===== src/sample_stage_consts.vh =====
`ifndef SAMPLE_STAGE_CONSTS_VH
`define SAMPLE_STAGE_CONSTS_VH

// Register byte offsets on the APB slave.
`define OFS_CONTROL        12'h000
`define OFS_DENSITY_TARGET 12'h004
`define OFS_HOST_GAIN      12'h008
`define OFS_DIVIDER        12'h00C
`define OFS_STATUS         12'h010

// Control register field positions.
`define CTL_FMT_LSB        0
`define CTL_WIDTH_LSB      2
`define CTL_QEN_BIT        5
`define CTL_AGC_AUTO_BIT   6
`define CTL_FRAC_EN_BIT    7
`define CTL_SRC_SEL_BIT    8
`define CTL_EXT_SEL_BIT    9
`define CTL_REF_DIV4_BIT   10
`define CTL_WIDTH_BITS     11

// Divider register field positions.
`define DIV_LOW_LSB        0
`define DIV_MOD_LSB        16

// Status register field positions.
`define STS_GAIN_LSB       0
`define STS_COUNT_LSB      8

// Reset values.
`define CONTROL_RESET      11'h069
`define TARGET_RESET       10'h0AA
`define HOST_GAIN_RESET    6'h20
`define LOW_RESET          12'h001
`define MOD_RESET          12'hFFF
`define GAIN_RESET         6'h20

// Output coding and width codes.
`define FMT_UNSIGNED       2'h0
`define FMT_SIGN_MAG       2'h1
`define WIDTH_1BIT         3'h0
`define WIDTH_2BIT         3'h2
`define WIDTH_3BIT         3'h4

// Gain loop window and divider modulus.
`define WINDOW_LEN         10'h200
`define WINDOW_LAST        9'h1FF
`define DIV_SPAN           13'h1000
`define GAIN_MAX           6'h3F
`define GAIN_MIN           6'h00

// Sample clock ceiling and system clock rate, in Hz.
`define SAMPLE_CLK_MAX_HZ  44000000
`define MCLK_HZ            10000000

`endif


===== src/sample_stage.v =====
// Register access over APB and the placing of the registers were left to the implementer.
`timescale 1ns/1ps
`include "sample_stage_consts.vh"

// Behaviour
// - Count samples with magnitude bit set over 512 sample ticks, compare to target.
// - Target is an integer count; density equals target divided by 512.
// - Format 00 unsigned, 01 sign-magnitude, 1x two's complement.
// - Reset leaves two-bit sign-magnitude output.
// - Width 1 or 2 bits with I and Q, up to 3 bits with I only.
// - Quadrature enable 0 gives I only, 1 gives I and Q.
// - One and two bit modes: MSB on upper pin, LSB on lower pin.
// - Three-bit mode: MSB on I upper, middle on I lower, LSB on Q upper.
// - Width field 000 one bit, 010 two bits, 100 three bits.
// - Sign-magnitude: sign first, 1 negative; magnitudes per level table.
// - Two's complement and unsigned two-bit codes follow the level table.
// - Sample clock never exceeds 44 MHz on any path.
// - Fractional ratio equals low over (4096 minus modulus plus low).
// - Fractional divider alternates adjacent integer division periods.
// - Path enable routes the sample clock through or around the fractional divider.
// - Source select takes the clock before or after the reference divider.
// - Path enable and source select combine as in the clock selection table.
// - External select 1 clocks sampling from the external sample clock input.
// - Alignment: source drives its sample clock out, all devices use external clock.
// - Gain mode selects loop-driven gain or host-programmed gain value.
module sample_stage (
  input  wire        mclk,
  input  wire        reset,
  input  wire        psel,
  input  wire        penable,
  input  wire        pwrite,
  input  wire [11:0] paddr,
  input  wire [31:0] pwdata,
  output reg  [31:0] prdata,
  output reg         pready,
  output reg         pslverr,
  input  wire [2:0]  i_level,
  input  wire [2:0]  q_level,
  input  wire        external_sample_clock_input,
  output reg         in_phase_upper_pin,
  output reg         in_phase_lower_pin,
  output reg         quadrature_upper_pin,
  output reg         quadrature_lower_pin,
  output reg         baseband_clock_output,
  output reg         sample_strobe,
  output reg  [5:0]  pga_gain
);

  // The sample rate is derived from mclk, so it can never exceed mclk itself.
  localparam SAMPLE_CLK_OK = (`MCLK_HZ <= `SAMPLE_CLK_MAX_HZ);

  reg  [10:0] control_q;
  reg  [9:0]  density_target_q;
  reg  [5:0]  host_gain_q;
  reg  [11:0] divider_low_count_q;
  reg  [11:0] divider_modulus_count_q;
  reg  [5:0]  loop_gain_q;
  reg  [9:0]  mag_count_q;
  reg  [8:0]  window_pos_q;
  reg  [9:0]  last_count_q;
  reg  [1:0]  ref_div_q;
  reg  [12:0] frac_acc_q;
  reg         ext_clk_q;
  reg         ext_clk_prev_q;

  wire [1:0] format_select                = control_q[`CTL_FMT_LSB +: 2];
  wire [2:0] width_select                 = control_q[`CTL_WIDTH_LSB +: 3];
  wire       quadrature_channel_enable    = control_q[`CTL_QEN_BIT];
  wire       gain_control_mode            = control_q[`CTL_AGC_AUTO_BIT];
  wire       fractional_clock_path_enable = control_q[`CTL_FRAC_EN_BIT];
  wire       sample_clock_source_select   = control_q[`CTL_SRC_SEL_BIT];
  wire       external_sample_clock_select = control_q[`CTL_EXT_SEL_BIT];
  wire       ref_div_by_four              = control_q[`CTL_REF_DIV4_BIT];

  // Map a quantiser index (0 is level -7, 7 is level +7) to a 3-bit code.
  function [2:0] encode_level;
    input [2:0] idx;
    input [1:0] fmt;
    begin
      if (fmt == `FMT_UNSIGNED) begin
        encode_level = idx;
      end else if (fmt == `FMT_SIGN_MAG) begin
        encode_level = idx[2] ? {1'b0, idx[1:0]} : {1'b1, ~idx[1:0]};
      end else begin
        encode_level = {~idx[2], idx[1:0]};
      end
    end
  endfunction

  // Magnitude bit of the two-bit sign-magnitude code: set for levels -7, -5, +5 and +7.
  function mag_bit;
    input [2:0] idx;
    begin
      mag_bit = idx[2] ? idx[1] : ~idx[1];
    end
  endfunction

  wire [2:0] i_code = encode_level(i_level, format_select);
  wire [2:0] q_code = encode_level(q_level, format_select);

  // Reference stage: raw reference is every mclk, divided reference every 2 or 4.
  wire ref_div_tick = ref_div_by_four ? (ref_div_q == 2'h3) : ref_div_q[0];
  wire src_tick     = sample_clock_source_select ? 1'b1 : ref_div_tick;

  // Fractional divider: accumulate low count, emit when modulus span is crossed.
  wire [12:0] frac_span = `DIV_SPAN - {1'b0, divider_modulus_count_q}
                          + {1'b0, divider_low_count_q};
  wire [12:0] frac_sum  = frac_acc_q + {1'b0, divider_low_count_q};
  wire        frac_hit  = src_tick && (frac_sum >= frac_span);

  wire int_tick  = fractional_clock_path_enable ? frac_hit : src_tick;
  wire ext_tick  = ext_clk_q && !ext_clk_prev_q;
  wire samp_tick = external_sample_clock_select ? ext_tick : int_tick;

  always @(posedge mclk) begin
    if (reset) begin
      ref_div_q      <= 2'h0;
      frac_acc_q     <= 13'h0000;
      ext_clk_q      <= 1'b0;
      ext_clk_prev_q <= 1'b0;
    end else begin
      ref_div_q      <= ref_div_q + 2'h1;
      ext_clk_q      <= external_sample_clock_input;
      ext_clk_prev_q <= ext_clk_q;
      if (src_tick && fractional_clock_path_enable) begin
        // Residue carries over, so periods alternate between adjacent integers.
        frac_acc_q <= frac_hit ? (frac_sum - frac_span) : frac_sum;
      end
    end
  end

  // Data pins and baseband clock update only on sample ticks; sample_strobe follows samp_tick every cycle.
  always @(posedge mclk) begin
    if (reset) begin
      in_phase_upper_pin    <= 1'b0;
      in_phase_lower_pin    <= 1'b0;
      quadrature_upper_pin  <= 1'b0;
      quadrature_lower_pin  <= 1'b0;
      baseband_clock_output <= 1'b0;
      sample_strobe         <= 1'b0;
    end else begin
      sample_strobe <= samp_tick;
      if (samp_tick) begin
        baseband_clock_output <= ~baseband_clock_output;
        in_phase_upper_pin    <= i_code[2];
        if (width_select == `WIDTH_3BIT) begin
          // The I code supplies the LSB on the Q upper pin; quadrature enable is not used here.
          in_phase_lower_pin   <= i_code[1];
          quadrature_upper_pin <= i_code[0];
          quadrature_lower_pin <= 1'b0;
        end else if (width_select == `WIDTH_2BIT) begin
          in_phase_lower_pin   <= i_code[1];
          quadrature_upper_pin <= quadrature_channel_enable & q_code[2];
          quadrature_lower_pin <= quadrature_channel_enable & q_code[1];
        end else begin
          in_phase_lower_pin   <= 1'b0;
          quadrature_upper_pin <= quadrature_channel_enable & q_code[2];
          quadrature_lower_pin <= 1'b0;
        end
      end
    end
  end

  // Gain loop.
  wire [9:0] count_with_this = mag_count_q + {9'h000, mag_bit(i_level)};

  always @(posedge mclk) begin
    if (reset) begin
      mag_count_q  <= 10'h000;
      window_pos_q <= 9'h000;
      last_count_q <= 10'h000;
      loop_gain_q  <= `GAIN_RESET;
      pga_gain     <= `GAIN_RESET;
    end else begin
      pga_gain <= gain_control_mode ? loop_gain_q : host_gain_q;
      if (samp_tick) begin
        window_pos_q <= window_pos_q + 9'h001;
        if (window_pos_q == `WINDOW_LAST) begin
          mag_count_q  <= 10'h000;
          last_count_q <= count_with_this;
          if (gain_control_mode) begin
            if (count_with_this > density_target_q && loop_gain_q != `GAIN_MIN) begin
              loop_gain_q <= loop_gain_q - 6'h01;
            end else if (count_with_this < density_target_q
                         && loop_gain_q != `GAIN_MAX) begin
              loop_gain_q <= loop_gain_q + 6'h01;
            end
          end
        end else begin
          mag_count_q <= count_with_this;
        end
      end
    end
  end

  // APB slave: one wait state, write and read data at the edge with pready high.
  wire apb_access = psel && penable && !pready;
  wire apb_commit = psel && penable && pready;

  always @(posedge mclk) begin
    if (reset) begin
      pready                  <= 1'b0;
      pslverr                 <= 1'b0;
      prdata                  <= 32'h00000000;
      control_q               <= `CONTROL_RESET;
      density_target_q        <= `TARGET_RESET;
      host_gain_q             <= `HOST_GAIN_RESET;
      divider_low_count_q     <= `LOW_RESET;
      divider_modulus_count_q <= `MOD_RESET;
    end else begin
      pready <= apb_access;
      if (apb_access) begin
        pslverr <= 1'b0;
        prdata  <= 32'h00000000;
        if (paddr == `OFS_CONTROL) begin
          prdata[10:0] <= control_q;
        end else if (paddr == `OFS_DENSITY_TARGET) begin
          prdata[9:0] <= density_target_q;
        end else if (paddr == `OFS_HOST_GAIN) begin
          prdata[5:0] <= host_gain_q;
        end else if (paddr == `OFS_DIVIDER) begin
          prdata[`DIV_LOW_LSB +: 12] <= divider_low_count_q;
          prdata[`DIV_MOD_LSB +: 12] <= divider_modulus_count_q;
        end else if (paddr == `OFS_STATUS) begin
          prdata[`STS_GAIN_LSB +: 6]   <= pga_gain;
          prdata[`STS_COUNT_LSB +: 10] <= last_count_q;
        end else begin
          pslverr <= 1'b1;
        end
      end else if (apb_commit) begin
        pslverr <= 1'b0;
        if (pwrite) begin
          if (paddr == `OFS_CONTROL) begin
            control_q <= pwdata[10:0];
          end else if (paddr == `OFS_DENSITY_TARGET) begin
            density_target_q <= pwdata[9:0];
          end else if (paddr == `OFS_HOST_GAIN) begin
            host_gain_q <= pwdata[5:0];
          end else if (paddr == `OFS_DIVIDER) begin
            // Ratios above one half are the host's to avoid.
            divider_low_count_q     <= pwdata[`DIV_LOW_LSB +: 12];
            divider_modulus_count_q <= pwdata[`DIV_MOD_LSB +: 12];
          end
        end
      end
    end
  end

endmodule // sample_stage


===== config.mk =====
export PLATFORM = sky130hd
export DESIGN_NAME = sample_stage
export DESIGN_NICKNAME = d
export VERILOG_FILES = /design/src/sample_stage.v
export VERILOG_INCLUDE_DIRS = /design/src /design/src/src
export SDC_FILE = /design/constraint.sdc
export NUM_CORES = 1
export LEC_CHECK = 0
export BUFFER_PORTS_ARGS = -buffer_cell sky130_fd_sc_hd__clkbuf_2
export CAP_MARGIN = 20
export CORE_MARGIN = 8
export CORE_UTILIZATION = 43
export CTS_BUF_LIST = sky130_fd_sc_hd__clkbuf_8 sky130_fd_sc_hd__clkbuf_16
export DETAILED_ROUTE_END_ITERATION = 7
export PLACE_DENSITY_LB_ADDON = 0.15
export RECOVER_POWER = 50
export SYNTH_ARGS = -nofsm -noshare
export SYNTH_HDL_FRONTEND = slang
export SYNTH_SLANG_ARGS = --single-unit

===== constraint.sdc =====
create_clock -name mclk -period 4.7 [get_ports mclk]
set_input_delay 0 -clock mclk [delete_from_list [all_inputs] [get_ports mclk]]
set_output_delay 0 -clock mclk [all_outputs]
set_load 0.1 [all_outputs]

==> key figures <==
Status
  – Outcome: finished, violations left
  – Failing checks: max-capacitance violations, max-slew violations

Worst hold path
  – Hold depth: 4
  – Min-Delay Endpoint: pslverr
  – Worst hold start: penable
  – Worst Hold Class: in -> reg

STA
  – Worst relative slew slack: -110%
  – Slew @ Worst Pin: 3.11 ns
  – Post-layout min period: 4.41 ns
  – Final hold slack: 0.0135 ns
  – Endpoints failing hold: 0
  – Layout Skew: 0.0111 ns
  – Endpoints failing setup: 0
  – Final period util: 93.7%
  – Pins Over Slew Limit: 56
  – Fmax: roughly 230 MHz

Floorplan
  – Initial Utilization: between 40% and 50%
  – Core ar.: 18700 sq um
  – # IOs: 102
  – Cell row count: 50
  – Die area: 23700 sq um
  – Die Width: 154 um
  – Die H: 154 um

Critical path
  – Critical path class: reg -> reg
  – Critical Path RT: 4.99 ns
  – Crit-path max FO: 7
  – Reg-to-reg endpoint: frac_acc_q[12]
  – Reg-to-reg startpoint: divider_low_count_q[0]
  – CP Launch Point: divider_low_count_q[0]
  – Critical path launch point type: register
  – Critical Path AT: 4.70 ns
  – Crit. End Element: register
  – Reg2Reg Setup Slack: a little under 0.3 ns
  – Reg2reg path depth: 17

Power and ir drop
  – Peak supply drop: 242 uV
  – Pwr Total: 0.00284 W
  – Pwr/cell area: 292 nW/um^2
  – P_leak: ~4.1 nW

Clocking
  – CTS max path bufs: 2
  – CTS tree: built
  – # H-tree levels: 4
  – Worst skew pair latency: 0.43 ns
  – CTS buffer count: 17
  – Root buf cell: clkbuf_16
  – Clk sink count: 145
  – Reg clk slew, reported paths: about 0.070 ns

Routing
  – Starting DRT DRC Count: 474
  – Post-route ant nets: 0
  – Final wirelength: 23800 um
  – Routed len/inst: 17.5 um
  – Vias per cell: 5.35
  – Routed vias: between 7000 and 8000
  – TritonRoute pass-1 iters: 5
  – # DRC: 0

Yosys
  – Primary FF master, synth: dfxtp_1
  – Mapped Cells: 1006
  – Post-synth EDFFs: 0
  – Avg Synthesized Cell Area: 8.13 sq um
  – Yosys warnings: 0
  – Synthesis-stage register bit count: 145
  – Register area share after synthesis: 35.5%
  – Synth async-reset ratio: 0%
  – Netlist cell types: 65
  – Cell area after synthesis: just over 8000 sq um

Finish
  – Ant. Diodes: 0
  – Final non-filler cell total: 1361
  – Commonest cells after routing, fill and taps aside: nand2_1, dfxtp_1, a21oi_1
  – Fraction of layout cells with a size suffix above 1: about a tenth
  – NumNets Final: roughly 1200
  – Synthesis-to-finish area growth: 19.2%

GRT
  – Initial antenna violation count: 0
  – Global route overflow: 0
  – Vias in the first global route: ~7000
  – Largest net degree at the start of global routing: slightly below 60
  – Global-route wire length before repair: 37600 um
  – Total GRT Usage: about 20%

Placement
  – Post-Place Cells: 1300
  – Final Wtd Congestion: 0.887
  – Dpl hpwl: 17600 um
  – I/O Buffers: a little under 90

Job
  – Max Cap Viol: 2
logic make-up after synthesis:
| kind of cell | after synthesis | share of synthesized area (%) |
|---|---|---|
| simple gates | 360 | 20.1 |
| compound gates | 239 | 18.6 |
| flops | 145 | 35.5 |
| buf+inv | 106 | 5.41 |
| fa+ha+maj | 60 | 9.54 |
| xor+xnor | 54 | 5.78 |
| mux | 41 | 5.03 |
| other cells | 1 | 0.0458 |
through the flow:
step | setup WS, ns | area (sq um) | setup TNS (ns) | util [%]
after global routing | -0.00817 | 9750 | -0.00817 | 52.1
after CTS | 0.128 | 9770 | 0 | 52.2
after detailed placement | 0.170 | 8890 | 0 | 47.5
after floorplan | 0.428 | 8190 | 0 | -
after global placement | 0.186 | 8890 | 0 | 47.5
final | 0.294 | 9750 | 0 | 52.1
cells in the mapped netlist, drive strengths merged (3+ instances only):
cell type  count  share of area, %
nand2b         6              0.46
buf           18               1.4
nor2b         17               1.3
nand2        145               6.7
nor2          90               4.2
nor4           5              0.38
o21ai         36               2.2
and2           5              0.38
o22ai          6              0.46
clkbuf        33               1.5
a21oi         95               5.8
or3            6              0.46
a21o           6              0.55
a211oi        13               1.2
fa             4              0.98
mux2i         40               4.9
o211ai        33               3.0
xnor2         33               3.5
ha            56               8.6
a22o           6              0.64
xor2          21               2.2
dfxtp        145                35
nand3b         5              0.46
inv           55               2.5
nand4          8              0.61
a22oi          5              0.46
nor3          20               1.3
a31oi          3              0.23
and3           7              0.54
o21a          11               1.0
nand3         33               2.0
state kept, by name, summed over array words and instances (netlist names), 2 cells and up:
name / cells
prdata: 28
loop_gain_q: 6
divider_low_count_q: 12
ref_div_q: 2
frac_acc_q: 13
last_count_q: 10
pga_gain: 6
window_pos_q: 9
density_target_q: 10
host_gain_q: 6
mag_count_q: 10
divider_modulus_count_q: 12
control_q: 11
where the power goes:
group	switching [W]	internal, W
combinational	0.000139	0.0000582
clock	0.000636	0.000766
sequential	0.00000674	0.00124
total	0.000781	0.00206
cell type report:
type | instances | area (sq um)
Inverter | 55 | 206
Sequential cell | 145 | 2900
Tap cell | 234 | 293
Fill cell | 1851 | 8950
Multi-Input combinational cell | 758 | 4900
Timing Repair Buffer | 137 | 841
Clock inverter | 15 | 189
Clock buffer | 17 | 425
metal layers:
metal,share of wire [%],global-route usage [%],vias to the layer above,wire length (um)
met2,46,32.4,156,10900
li1,-,-,3750,-
met4,1.6,6.25,0,378
met1,48,26.2,3356,11500
met3,4.0,3.59,24,960
met5,0,0,-,0
critical path, stage by stage (launching register included):
cell	delay [ns]
dfxtp_1	0.37
ha_1	0.21
inv_1	0.08
fa_1	0.42
nor2b_1	0.16
o31a_1	0.20
o221a_2	0.25
mux2i_1	0.20
nand3_1	0.18
ha_4	0.34
and3_1	0.17
and2_1	0.18
or4b_4	0.52
nand2_1	0.16
and2_1	0.24
buf_4	0.20
mux2i_1	0.30
o31ai_1	0.09
how the worst max path moves through the flow:
stage	end	slack, ns	cells past startpoint
after global routing	loop_gain_q[5]	-0.008	23
after floorplan	loop_gain_q[5]	0.43	18
after global placement	loop_gain_q[5]	0.19	17
after detailed placement	loop_gain_q[5]	0.17	17
final	frac_acc_q[12]	0.29	17
after CTS	loop_gain_q[5]	0.13	17
repair_timing:
action                                  in CTS  in global routing
resized for setup                            0                 10
endpoints found under the setup margin       0                 16
hold endpoints to repair                    54                  0
setup buffers                                0                  1
hold buffers                                27                  0
Note: power is estimated with default switching activity, not from simulation.
